<file path="config.mk">
export PLATFORM = sky130hd
export DESIGN_NAME = dttr_top
export DESIGN_NICKNAME = d
export VERILOG_FILES = /design/src/core/dttr_pkg.sv /design/src/core/dttr_sync_edge.sv /design/src/core/dttr_xbar.sv /design/src/core/dttr_top.sv
export SDC_FILE = /design/constraint.sdc
export NUM_CORES = 1
export LEC_CHECK = 0
export BUFFER_PORTS_ARGS = -buffer_cell sky130_fd_sc_hd__buf_2
export CORE_ASPECT_RATIO = 1.5
export CORE_MARGIN = 3
export CORE_UTILIZATION = 54
export DETAILED_ROUTE_END_ITERATION = 6
export PLACE_DENSITY = 0.87
export RECOVER_POWER = 50
export SLEW_MARGIN = 40
export SYNTH_ARGS = -nofsm -noshare
export SYNTH_HDL_FRONTEND = slang
export SYNTH_HIERARCHICAL = 1
export SYNTH_SLANG_ARGS = --single-unit
</file>
<file path="constraint.sdc">
create_clock -name mclk_in -period 2.9 [get_ports mclk_in]
set_input_delay 0.145 -clock mclk_in [delete_from_list [all_inputs] [get_ports mclk_in]]
set_output_delay 0.145 -clock mclk_in [all_outputs]
set_load 0.02 [all_outputs]
</file>
<file path="src/core/dttr_pkg.sv">
// Constants and types shared by the acquisition trigger and timing router
package dttr_pkg;

    // ********************************************************
    // Clocking and pulse timing
    // ********************************************************
    localparam int CLK_HZ           = 250_000_000;
    localparam int BASE_HZ          = 10_000_000;
    localparam int TICK_DIV         = CLK_HZ / BASE_HZ;
    localparam int TICK_W           = 5;
    localparam int BASE_PERIOD_NS   = 1_000_000_000 / BASE_HZ;
    localparam int MARKER_LOW_NS    = 1000;
    localparam int MARKER_TICKS     = MARKER_LOW_NS / BASE_PERIOD_NS;
    localparam int STROBE_NS        = 300;
    localparam int STROBE_TICKS     = STROBE_NS / BASE_PERIOD_NS;
    localparam int CONV_PULSE_NS    = 100;
    localparam int CONV_PULSE_TICKS = CONV_PULSE_NS / BASE_PERIOD_NS;
    localparam int TMR_W            = 4;

    // ********************************************************
    // Counters
    // ********************************************************
    localparam int SAMPLE_W   = 32;
    localparam int CNT_LOW_W  = 16;
    localparam int INTERVAL_W = 16;

    // ********************************************************
    // Crossbar
    // ********************************************************
    localparam int XB_LINES       = 7;
    localparam int XB_IDX_W       = 3;
    localparam int PROG_SIDE_BIT  = 3;
    localparam int XB_PIN_COUNTER1_GATE_LINE   = 0;
    localparam int XB_PIN_COUNTER1_OUTPUT    = 1;
    localparam int XB_PIN_CONV    = 2;
    localparam int XB_PIN_START   = 3;
    localparam int XB_PIN_FREQ_DIVIDER_OUTPUT    = 4;
    localparam int XB_PIN_POST    = 5;
    localparam int XB_PIN_COUNTER5_COUNT_INPUT = 6;

    typedef struct packed {
        logic                enable;
        logic [XB_IDX_W-1:0] source;
    } dttr_route_s;

    localparam dttr_route_s ROUTE_RESET = '0;

    typedef struct packed {
        logic ext_conv_mode;
        logic pretrig_mode;
        logic scan_enable;
        logic cascade;
    } dttr_acq_cfg_s;

    typedef enum logic [1:0] {
        ACQ_IDLE  = 2'b00,
        ACQ_ARMED = 2'b01,
        ACQ_RUN   = 2'b10
    } dttr_acq_e;

endpackage

</file>
<file path="src/core/dttr_sync_edge.sv">
// Two-stage input synchroniser with edge detection
`timescale 1ns/1ps
module dttr_sync_edge #(
    parameter int         W       = 3,
    parameter logic [W-1:0] RST_VAL = '0
) (
    input  wire logic         mclk_in,
    input  wire logic         rstn_in,
    input  wire logic [W-1:0] d_in,
    output logic      [W-1:0] level_out,
    output logic      [W-1:0] rise_out,
    output logic      [W-1:0] fall_out
);
    import dttr_pkg::*;

    logic [W-1:0] meta_reg;
    logic [W-1:0] sync_reg;
    logic [W-1:0] prev_reg;

    // Stage one feeds only stage two
    always_ff @(posedge mclk_in) begin
        if (!rstn_in) begin
            meta_reg <= RST_VAL;
            sync_reg <= RST_VAL;
            prev_reg <= RST_VAL;
        end else begin
            meta_reg <= d_in;
            sync_reg <= meta_reg;
            prev_reg <= sync_reg;
        end
    end

    assign level_out = sync_reg;
    assign rise_out  = sync_reg & ~prev_reg;
    assign fall_out  = ~sync_reg & prev_reg;
endmodule

</file>
<file path="src/core/dttr_xbar.sv">
// Programmable crossbar between board timing signals and shared trigger lines
`timescale 1ns/1ps
module dttr_xbar #(
    parameter int LINES = dttr_pkg::XB_LINES
) (
    input  wire logic                  mclk_in,
    input  wire logic                  rstn_in,
    input  wire logic [3:0]            prog_sel_in,
    input  dttr_pkg::dttr_route_s      prog_data_in,
    input  wire logic                  prog_wr_in,
    input  wire logic [LINES-1:0]      board_in,
    input  wire logic [LINES-1:0]      bus_in,
    output logic      [LINES-1:0]      bus_out,
    output logic      [LINES-1:0]      bus_oe_n_out,
    output logic      [LINES-1:0]      board_out,
    output logic      [LINES-1:0]      board_oe_n_out
);
    import dttr_pkg::*;

    if (LINES < 1 || LINES > (1 << XB_IDX_W)) begin : g_chk
        $error("dttr_xbar: LINES out of range");
    end

    function automatic logic sel_hit(logic [3:0] sel, logic side, int idx);
        return sel[PROG_SIDE_BIT] == side && sel[XB_IDX_W-1:0] == XB_IDX_W'(idx);
    endfunction

    dttr_route_s bus_route_reg   [LINES];
    dttr_route_s board_route_reg [LINES];
    logic        src_ok;

    // Out-of-range sources are dropped so no line reads past the array
    assign src_ok = 32'(prog_data_in.source) < LINES;

    for (genvar i = 0; i < LINES; i++) begin : g_line
        always_ff @(posedge mclk_in) begin
            if (!rstn_in) begin
                bus_route_reg[i] <= ROUTE_RESET;
            end else if (prog_wr_in && src_ok && sel_hit(prog_sel_in, 1'b0, i)) begin
                bus_route_reg[i] <= prog_data_in;
            end
        end

        always_ff @(posedge mclk_in) begin
            if (!rstn_in) begin
                board_route_reg[i] <= ROUTE_RESET;
            end else if (prog_wr_in && src_ok && sel_hit(prog_sel_in, 1'b1, i)) begin
                board_route_reg[i] <= prog_data_in;
            end
        end

        // Registered paths break any loop through the far boards
        always_ff @(posedge mclk_in) begin
            if (!rstn_in) begin
                bus_out[i]        <= 1'b1;
                bus_oe_n_out[i]   <= 1'b1;
                board_out[i]      <= 1'b1;
                board_oe_n_out[i] <= 1'b1;
            end else begin
                bus_out[i]        <= board_in[bus_route_reg[i].source];
                bus_oe_n_out[i]   <= ~bus_route_reg[i].enable;
                board_out[i]      <= bus_in[board_route_reg[i].source];
                board_oe_n_out[i] <= ~board_route_reg[i].enable;
            end
        end
    end
endmodule

</file>
<file path="src/core/dttr_top.sv">
// Acquisition trigger, conversion timing and trigger-line routing
`timescale 1ns/1ps
module dttr_top #(
    parameter int SMP_W = dttr_pkg::SAMPLE_W,
    parameter int IVL_W = dttr_pkg::INTERVAL_W
) (
    input  wire logic                       mclk_in,
    input  wire logic                       rstn_in,
    input  dttr_pkg::dttr_acq_cfg_s         acq_cfg_in,
    input  wire logic                       arm_in,
    input  wire logic                       adc_clear_in,
    input  wire logic                       overflow_in,
    input  wire logic                       overrun_in,
    input  wire logic [SMP_W-1:0]           sample_count_in,
    input  wire logic [IVL_W-1:0]           interval_in,
    input  wire logic                       strobe_access_in,
    input  wire logic                       conversion_request_in_n,
    input  wire logic                       acq_begin_trigger_n_in,
    input  wire logic                       posttrigger_arm_in,
    input  wire logic                       counter1_gate_line_in,
    input  wire logic                       counter1_output_in,
    input  wire logic                       counter2_output_in,
    input  wire logic                       counter5_output_in,
    input  wire logic                       freq_divider_output_in,
    input  wire logic [3:0]                 xb_prog_sel_in,
    input  dttr_pkg::dttr_route_s           xb_prog_data_in,
    input  wire logic                       xb_prog_wr_in,
    input  wire logic [dttr_pkg::XB_LINES-1:0] trig_bus_in,
    output logic [dttr_pkg::XB_LINES-1:0]   trig_bus_out,
    output logic [dttr_pkg::XB_LINES-1:0]   trig_bus_oe_n_out,
    output logic [dttr_pkg::XB_LINES-1:0]   board_pin_out,
    output logic [dttr_pkg::XB_LINES-1:0]   board_pin_oe_n_out,
    output logic                            conv_line_out,
    output logic                            conv_line_oe_n_out,
    output logic                            conversion_marker_out,
    output logic                            host_strobe_pulse_n_out,
    output logic                            conversion_start_out,
    output logic                            counter4_gate_line_out,
    output logic                            acq_busy_out,
    output logic                            acq_armed_out,
    output logic                            acq_done_out,
    output logic [SMP_W-1:0]                sample_left_out,
    output logic                            tick_out
);
    import dttr_pkg::*;

    if (SMP_W <= CNT_LOW_W || IVL_W < 2 || TICK_DIV > (1 << TICK_W)) begin : g_chk
        $error("dttr_top: parameter out of range");
    end

    localparam logic [TICK_W-1:0] TICK_LAST  = TICK_W'(TICK_DIV - 1);
    localparam logic [TMR_W-1:0]  MARK_LEN   = TMR_W'(MARKER_TICKS);
    localparam logic [TMR_W-1:0]  STRB_LEN   = TMR_W'(STROBE_TICKS);
    localparam logic [TMR_W-1:0]  CPULSE_LEN = TMR_W'(CONV_PULSE_TICKS);

    // ********************************************************
    // 10 MHz timing tick
    // ********************************************************
    logic [TICK_W-1:0] tick_cnt_reg;
    logic              tick_reg;

    always_ff @(posedge mclk_in) begin
        if (!rstn_in) begin
            tick_cnt_reg <= '0;
            tick_reg     <= 1'b0;
        end else if (tick_cnt_reg == TICK_LAST) begin
            tick_cnt_reg <= '0;
            tick_reg     <= 1'b1;
        end else begin
            tick_cnt_reg <= tick_cnt_reg + 1'b1;
            tick_reg     <= 1'b0;
        end
    end

    assign tick_out = tick_reg;

    // ********************************************************
    // Trigger crossbar and shared board pins
    // ********************************************************
    logic [XB_LINES-1:0] board_sig;
    logic                conv_n_raw;
    logic                start_n_raw;
    logic                post_raw;

    // Conv and start pins combine as the wired level a pull-up would give; post is ORed with its driven-high pin
    assign conv_n_raw  = conversion_request_in_n
                         & (board_pin_oe_n_out[XB_PIN_CONV] | board_pin_out[XB_PIN_CONV]);
    assign start_n_raw = acq_begin_trigger_n_in
                         & (board_pin_oe_n_out[XB_PIN_START] | board_pin_out[XB_PIN_START]);
    assign post_raw    = posttrigger_arm_in
                         | (~board_pin_oe_n_out[XB_PIN_POST] & board_pin_out[XB_PIN_POST]);

    always_comb begin
        board_sig                 = '1;
        board_sig[XB_PIN_COUNTER1_GATE_LINE]   = counter1_gate_line_in;
        board_sig[XB_PIN_COUNTER1_OUTPUT]    = counter1_output_in;
        board_sig[XB_PIN_CONV]    = counter2_output_in & conversion_request_in_n;
        board_sig[XB_PIN_START]   = counter5_output_in & acq_begin_trigger_n_in;
        board_sig[XB_PIN_FREQ_DIVIDER_OUTPUT]    = freq_divider_output_in;
        board_sig[XB_PIN_POST]    = posttrigger_arm_in;
        board_sig[XB_PIN_COUNTER5_COUNT_INPUT] = 1'b1;
    end

    dttr_xbar #(
        .LINES (XB_LINES)
    ) u_xbar (
        .mclk_in        (mclk_in),
        .rstn_in        (rstn_in),
        .prog_sel_in    (xb_prog_sel_in),
        .prog_data_in   (xb_prog_data_in),
        .prog_wr_in     (xb_prog_wr_in),
        .board_in       (board_sig),
        .bus_in         (trig_bus_in),
        .bus_out        (trig_bus_out),
        .bus_oe_n_out   (trig_bus_oe_n_out),
        .board_out      (board_pin_out),
        .board_oe_n_out (board_pin_oe_n_out)
    );

    // ********************************************************
    // Input synchronisation
    // ********************************************************
    logic [2:0] in_rise;
    logic [2:0] in_fall;
    logic       conv_rise;
    logic       start_fall;
    logic       post_rise;

    dttr_sync_edge #(
        .W       (3),
        .RST_VAL (3'h3)
    ) u_sync (
        .mclk_in   (mclk_in),
        .rstn_in   (rstn_in),
        .d_in      ({post_raw, start_n_raw, conv_n_raw}),
        .level_out (),
        .rise_out  (in_rise),
        .fall_out  (in_fall)
    );

    assign conv_rise  = in_rise[0];
    assign start_fall = in_fall[1];
    assign post_rise  = in_rise[2];

    // ********************************************************
    // Acquisition sequence
    // ********************************************************
    dttr_acq_e        state_reg;
    dttr_acq_e        state_next;
    logic [SMP_W-1:0] smp_reg;
    logic             gate_reg;
    logic             counting;
    logic             conv_go;
    logic             tc;

    assign counting = acq_cfg_in.pretrig_mode ? gate_reg : 1'b1;
    assign conv_go  = conv_rise && state_reg == ACQ_RUN;
    assign tc       = conv_go && counting && smp_reg <= SMP_W'(1);

    always_comb begin
        state_next = state_reg;
        unique case (state_reg)
            ACQ_IDLE: begin
                if (arm_in) begin
                    state_next = ACQ_ARMED;
                end
            end
            ACQ_ARMED: begin
                if (acq_cfg_in.ext_conv_mode) begin
                    state_next = ACQ_RUN;
                end else if (start_fall) begin
                    state_next = ACQ_RUN;
                end
            end
            ACQ_RUN: begin
                if (tc) begin
                    state_next = ACQ_IDLE;
                end
            end
            default: begin
                state_next = ACQ_IDLE;
            end
        endcase
        if (adc_clear_in) begin
            state_next = ACQ_IDLE;
        end
    end

    always_ff @(posedge mclk_in) begin
        if (!rstn_in) begin
            state_reg <= ACQ_IDLE;
        end else begin
            state_reg <= state_next;
        end
    end

    // Uncascaded, only the low counter half is loaded
    always_ff @(posedge mclk_in) begin
        if (!rstn_in) begin
            smp_reg <= '0;
        end else if (state_reg == ACQ_IDLE && arm_in) begin
            smp_reg <= acq_cfg_in.cascade ? sample_count_in
                       : {{(SMP_W-CNT_LOW_W){1'b0}}, sample_count_in[CNT_LOW_W-1:0]};
        end else if (conv_go && counting && smp_reg != '0) begin
            smp_reg <= smp_reg - 1'b1;
        end
    end

    // Set beats a clear arriving in the same cycle
    always_ff @(posedge mclk_in) begin
        if (!rstn_in) begin
            gate_reg <= 1'b0;
        end else if (post_rise) begin
            gate_reg <= 1'b1;
        end else if (tc || overflow_in || overrun_in || adc_clear_in) begin
            gate_reg <= 1'b0;
        end
    end

    always_ff @(posedge mclk_in) begin
        if (!rstn_in) begin
            acq_busy_out           <= 1'b0;
            acq_armed_out          <= 1'b0;
            acq_done_out           <= 1'b0;
            conversion_start_out   <= 1'b0;
            counter4_gate_line_out <= 1'b0;
            sample_left_out        <= '0;
        end else begin
            acq_busy_out           <= state_next != ACQ_IDLE;
            acq_armed_out          <= state_next == ACQ_ARMED;
            acq_done_out           <= tc && !adc_clear_in;
            conversion_start_out   <= conv_go;
            counter4_gate_line_out <= gate_reg;
            sample_left_out        <= smp_reg;
        end
    end

    // ********************************************************
    // Sample-interval counter on the conversion line
    // ********************************************************
    logic [IVL_W-1:0] ivl_reg;
    logic [TMR_W-1:0] cpulse_reg;
    logic             ivl_run;

    assign ivl_run = state_reg == ACQ_RUN && !acq_cfg_in.ext_conv_mode;

    // Low pulse ends on the interval boundary, so its rising edge starts the conversion
    always_ff @(posedge mclk_in) begin
        if (!rstn_in) begin
            ivl_reg    <= '0;
            cpulse_reg <= '0;
        end else if (!ivl_run) begin
            ivl_reg    <= interval_in - 2'h2;
            cpulse_reg <= '0;
        end else if (tick_reg) begin
            if (ivl_reg <= IVL_W'(CONV_PULSE_TICKS)) begin
                ivl_reg    <= interval_in;
                cpulse_reg <= CPULSE_LEN;
            end else begin
                ivl_reg    <= ivl_reg - 1'b1;
                cpulse_reg <= cpulse_reg == '0 ? '0 : cpulse_reg - 1'b1;
            end
        end
    end

    // Released whenever external pulses are to rule the line
    always_ff @(posedge mclk_in) begin
        if (!rstn_in) begin
            conv_line_out      <= 1'b1;
            conv_line_oe_n_out <= 1'b1;
        end else begin
            conv_line_out      <= cpulse_reg == '0;
            conv_line_oe_n_out <= acq_cfg_in.ext_conv_mode;
        end
    end

    // ********************************************************
    // Scan marker
    // ********************************************************
    logic [TMR_W-1:0] mark_reg;
    logic [TMR_W-1:0] mark_next;

    always_comb begin
        mark_next = mark_reg;
        if (!acq_cfg_in.scan_enable) begin
            mark_next = '0;
        end else if (conv_go) begin
            mark_next = MARK_LEN;
        end else if (tick_reg && mark_reg != '0) begin
            mark_next = mark_reg - 1'b1;
        end
    end

    always_ff @(posedge mclk_in) begin
        if (!rstn_in) begin
            mark_reg              <= '0;
            conversion_marker_out <= 1'b1;
        end else begin
            mark_reg              <= mark_next;
            conversion_marker_out <= mark_next == '0;
        end
    end

    // ********************************************************
    // Host strobe
    // ********************************************************
    logic [TMR_W-1:0] strb_reg;
    logic [TMR_W-1:0] strb_next;

    // A new access while the pulse runs stretches it rather than adding one
    always_comb begin
        strb_next = strb_reg;
        if (strobe_access_in) begin
            strb_next = STRB_LEN;
        end else if (tick_reg && strb_reg != '0) begin
            strb_next = strb_reg - 1'b1;
        end
    end

    always_ff @(posedge mclk_in) begin
        if (!rstn_in) begin
            strb_reg                <= '0;
            host_strobe_pulse_n_out <= 1'b1;
        end else begin
            strb_reg                <= strb_next;
            host_strobe_pulse_n_out <= strb_next == '0;
        end
    end

endmodule

</file>
Word-level counts from Yosys, hierarchy flattened
Memory sizes are Yosys's and may differ from the RTL's. Index checks and enable logic that the tools add are counted.

Order comparisons: 17. Multiply operators: 0. Equal/unequal tests: 11. Shift-type cells: 0. Reductions and logical operators: 56. Add/subtract/negate cells: 7. Mux-type cells: 108. Bitwise operators: 43. Divide/modulo/power cells: 0.

Operators with widths (number): 32-bit 2-to-1 mux (3); 4-bit 2-to-1 mux (21); 1-bit 2-to-1 mux (61); 3-bit by 4-bit < comparator with 1-bit output, second input constant (14); 16-bit 2-to-1 mux (3); 1-bit binary-select mux with 3-bit select (14); 1-bit logical AND (38); 32-bit by 1-bit <= comparator with 1-bit output, second input constant (1); 32-bit nonzero test (1); 32-bit by 1-bit subtractor with 32-bit output, second input constant (1); 1-bit inverter (17); 1-bit OR (17); 16-bit by 1-bit <= comparator with 1-bit output, second input constant (1); 16-bit by 1-bit subtractor with 16-bit output, second input constant (1); 16-bit by 2-bit subtractor with 16-bit output, second input constant (1); 4-bit logical NOT (3); 4-bit by 1-bit subtractor with 4-bit output, second input constant (3); 2-bit 2-to-1 mux (5); 3-bit equality test, second input constant (3); 4-bit nonzero test (2); 3-bit by 2-bit equality test with 1-bit output, second input constant (2); 2-bit case mux with 3 select lines (1); 2-bit nonzero test (3); 5-bit by 1-bit adder with 5-bit output, second input constant (1); 17 further kinds (25).

ROM bits: 0. Output and inout bits: 70. Latch bits: 0. Memory bits (writable): 56. Input port bits: 83. Memories: 2. Word-level logic and storage cells: 294. Flip-flop bits (word level): 147.

Memory list: u_xbar.board_route_reg (depth 7, width 4, rd ports 7, clocked after Yosys merged registers in 0, write ports 7, RTL line dttr_xbar.sv:29) `dttr_route_s board_route_reg [LINES];`; u_xbar.bus_route_reg (depth 7, width 4, rd ports 7, clocked after Yosys merged registers in 0, write ports 7, RTL line dttr_xbar.sv:28) `dttr_route_s bus_route_reg [LINES];`.

Depth between registers and ports, before layout
Depth after elaboration: 10. Mapped depth: 9. Mapped depth without buffers: 8.

Cells and area by module
Netlist, hierarchy kept.

Modules (own cells, without submodules): dttr_top (cells each 672, area each 5565.3 µm², seq. area each 2202.1 µm², times used 1); dttr_xbar (cells each 295, area each 3788.6 µm², seq. area each 2242.2 µm², times used 1); dttr_sync_edge (cells each 24, area each 274.0 µm², seq. area each 180.2 µm², times used 1).

Worst setup path before layout
No wires, ideal clock.

Path type: register -> register. Start: register smp_reg[5]. End: register smp_reg[30]. Setup slack: 0.739 ns. Cell stages (with the launch flop): 7. Arrival: 2.103 ns. Path buffers: 0. Library setup time: 0.058 ns. Data required time: 2.842 ns. Clock period less this slack: 2.161 ns. Cell sequence: dfxtp_1 or4_4 or3_4 nor4b_4 nand4b_1 a21oi_1 o221a_2.

Cells in the longest elaborated chain, start to end: 3. Elaborated cells on any way between the ends: 6. Classes of those cells: add/sub (1); mux (2); reduce/logical (3).

RTL lines: from (decl) (RTL line dttr_top.sv:150) `logic [SMP_W-1:0] smp_reg;`; from (signal assigned) (RTL line dttr_top.sv:202) `smp_reg <= acq_cfg_in.cascade ? sample_count_in`; from (signal assigned) (RTL line dttr_top.sv:205) `smp_reg <= smp_reg - 1'b1;`; 32-bit by 1-bit subtractor with 32-bit output or 32-bit nonzero test (tied branches) (RTL line dttr_top.sv:205, dttr_top.sv:204); 32-bit 2-to-1 mux or 1-bit logical AND (tied branches) (RTL line dttr_top.sv:204) `end else if (conv_go && counting && smp_reg != '0) begin`; 32-bit 2-to-1 mux or 2-bit nonzero test (tied branches).

Several ways; a longest one is shown, not always the timed one. The select of a mux whose other input is x is not followed. A chain may end at the register's enable or synchronous reset.

Final worst setup path
Start: register ivl_reg[0]. End: register ivl_reg[10].

Cells in the longest elaborated chain, start to end: 4. Elaborated cells on any way between the ends: 5. Classes of those cells: add/sub (1); order compare (1); mux (3).

RTL lines: from (decl) (RTL line dttr_top.sv:241) `logic [IVL_W-1:0] ivl_reg;`; from (signal assigned) (RTL line dttr_top.sv:253) `ivl_reg <= interval_in - 2'h2;`; from (signal assigned) (RTL line dttr_top.sv:257) `ivl_reg <= interval_in;`; from (signal assigned) (RTL line dttr_top.sv:260) `ivl_reg <= ivl_reg - 1'b1;`; 16-bit by 1-bit subtractor with 16-bit output or 16-bit by 1-bit <= comparator with 1-bit output (tied branches) (RTL line dttr_top.sv:260, dttr_top.sv:256); 16-bit 2-to-1 mux (*) (RTL line dttr_top.sv:256) `if (ivl_reg <= IVL_W'(CONV_PULSE_TICKS)) begin`; 16-bit 2-to-1 mux (*) (RTL line dttr_top.sv:255) `end else if (tick_reg) begin`; 16-bit 2-to-1 mux (*) (RTL line dttr_top.sv:252) `end else if (!ivl_run) begin`.

Every way passes the cells marked *; elsewhere a longest branch is shown, timed or not. The select of a mux whose other input is x is not followed.

==> impl_metrics.py <==
metrics = {
    "cts": {
        "htree_levels": 1,
        "cts-buffers-inserted": 19,
        "cts_tree": "done",
        "cts.hold.buffers_added": 35,
        "clkTransAtPathRegs_ps": 70,
        "cts.sink_count": 203,
        "clockBufferDepth": 3,
        "cts_resized": 0,
        "worst_skew_pair.late_latency_ps": 490,
        "post_cts.repair.setup_buffers": 0,
        "cts-root-buf": "clkbuf_16",
    },
    "placement": {
        "io_buffer_count": 152,
        "dp.cells": 1328,
        "gp_congestion": 0.9491,
        "dp_hpwl_mm": 17.54,
    },
    "grt": {
        "grt_pass1_vias": 8339,
        "overflow": 0,
        "grt_use_total_pct": 25.53,
        "grt_pass1_wl_mm": 40.74,
        "grt_max_degree": 68,
        "grt_antenna_before_repair": 2,
    },
    "die": {
        "die_h_um": 169.4,
        "die_w_um": 114.9,
        "io_pins": 153,
        "die_area_mm2": 0.01946,
        "coreArea_mm2": 0.01742,
        "rows": 59,
        "initial_core_util_pct": 55.16,
    },
    "sta": {
        "hold_viol_final": 0,
        "finalSetupTns_ps": 0,
        "period_minus_slack_ps": 2475,
        "slew_viol_final": 0,
        "rsz0062_at_grt": "no",
        "slew_headroom_pct": 2.848,
        "worstMarginPinSlew_ps": 1457,
        "clock_skew_ps": 10.82,
        "fmax_mhz": 404.1,
        "finalCritPeriodShare_pct": 85.34,
        "setup_viol": 0,
    },
    "routing": {
        "dr_total_vias": 8415,
        "vias_per_cell": 6.019,
        "drc": 0,
        "routed_wl_mm": 25.25,
        "antenna_left": 0,
        "drt_iter0_drc": 560,
        "drtPass1Iterations": 5,
        "route.detailed.wl_per_inst_um": 18.06,
    },
    "finish": {
        "nNetsFinal": 1266,
        "synthToLayoutAreaGrowth_pct": 19.18,
        "layout-drive-gt1-share_pct": 15.05,
        "stdcell_count": 1398,
    },
    "pwr": {
        "leakage_nw": 4.291,
        "ir_drop_uv": 533.3,
        "p_per_area_mw_per_mm2": 576.3,
    },
    "setup_path": {
        "critPathArrivalTime_ps": 2860,
        "crit_required_ps": 3280,
        "critPathLaunch": "ivl_reg[0]",
        "reg2reg_depth": 8,
        "cp_slowest_stage_delay_ps": 510,
        "crit_type": "reg2reg",
        "slowest_stage": "or3b_2",
        "critical_path_buf_inv_count": 1,
        "crit_fanout": 7,
        "r2r_start": "ivl_reg[0]",
        "path_cells": "inv_1 -> ha_1 -> or3b_2 -> or2_2 -> nor4_1 -> o21a_1 -> o311ai_0 -> a211oi_1",
        "reg2reg_slack_ps": 430,
        "rr_endpoint": "ivl_reg[10]",
        "crit_path_end_kind": "flip-flop",
        "critPathTopFamily": "simple AND/OR/NAND/NOR gates",
        "crit_cells": 8,
        "crit_path_start_kind": "flip-flop",
        "setup.worst_path.end": "ivl_reg[10]",
    },
    "status": {
        "status": "finished, final reports clean",
    },
    "min_path": {
        "hp-class": "in2reg",
    },
    "yosys": {
        "yosysWarnings": 6,
        "netlist_area_mm2": 0.009609,
        "syn_inst": 988,
        "syn_area_per_cell_um2": 9.726,
    },
    "job": {
        "max_cap_viol_count": 0,
    },
}
## stage by stage
step / worst slack [ps] / area [µm²] / util (%) / hold slack [ps] / power, mW
final: 425.1 / 11450 / 65.74 / 20.42 / 6.600
after global routing: 268.5 / 11450 / 65.74 / 29.44 / 6.853
after CTS: 476.3 / 11570 / 66.40 / 1.836 / 6.648
after detailed placement: 496.9 / 10560 / 60.64 / 375.1 / 3.996
after global placement: 569.0 / 10560 / 60.64 / 360.6 / 3.974
after floorplan: 738.6 / 9632 / - / 218.0 / 3.716
## tightest hold or removal path, cell delays in order
cell and delay, ps:
buf_2 100, o21a_1 130, nand2b_1 100
## worst min-delay path by stage
stage,from,to,slack (ps),cells after the start
after floorplan,rstn_in,u_sync/prev_reg[1],220,1
after global placement,interval_in[10],ivl_reg[10],360,2
after detailed placement,interval_in[14],ivl_reg[14],380,2
after CTS,interval_in[15],ivl_reg[15],2,3
after global routing,acq_begin_trigger_n_in,u_sync/meta_reg[1],30,3
final,acq_begin_trigger_n_in,u_sync/meta_reg[1],20,3
## power by group
| part | switching (mW) | internal, mW |
|---|---|---|
| combinational | 0.473 | 0.327 |
| clock | 1.11 | 1.52 |
| sequential | 0.113 | 3.06 |
## placed cells by master (no fill, tap or decap), types with 14 or more instances in the layout
| cell | instances |
|---|---|
| nand2_1 | 93 |
| a21oi_1 | 56 |
| edfxtp_1 | 56 |
| nand4b_1 | 20 |
| clkbuf_16 | 19 |
| mux4_2 | 14 |
| dfxtp_1 | 147 |
| nand3_1 | 18 |
| dlygate4sd3_1 | 35 |
| mux2i_1 | 15 |
| nor4_1 | 20 |
| clkbuf_1 | 63 |
| xnor2_1 | 20 |
| nor3_1 | 43 |
| nor2_1 | 100 |
| and2_0 | 15 |
| buf_2 | 89 |
| and2_1 | 23 |
| o311ai_0 | 14 |
| a211oi_1 | 14 |
| a21o_1 | 16 |
| inv_1 | 36 |
| xor2_1 | 15 |
| o21ai_0 | 39 |
## layout make-up
type / count / area (µm²)
fill: 1364 / 5969
clock inverter: 13 / 165.2
timing repair buffer: 199 / 1117
multi-input combinational: 712 / 4649
clock buffer: 20 / 489.2
tap: 213 / 266.5
sequential: 203 / 4624
antenna: 2 / 5.005
inverter: 36 / 135.1
## routing by layer
layer | vias to the layer above | wire [µm] | global-route usage [%]
li1 | 3982 | - | -
met1 | 3973 | 9074 | 28.77
met2 | 374 | 13110 | 45.61
met3 | 86 | 1698 | 3.924
met4 | 0 | 1367 | 13.69
met5 | - | 0 | 0
Note: power is estimated with default switching activity, not from simulation.
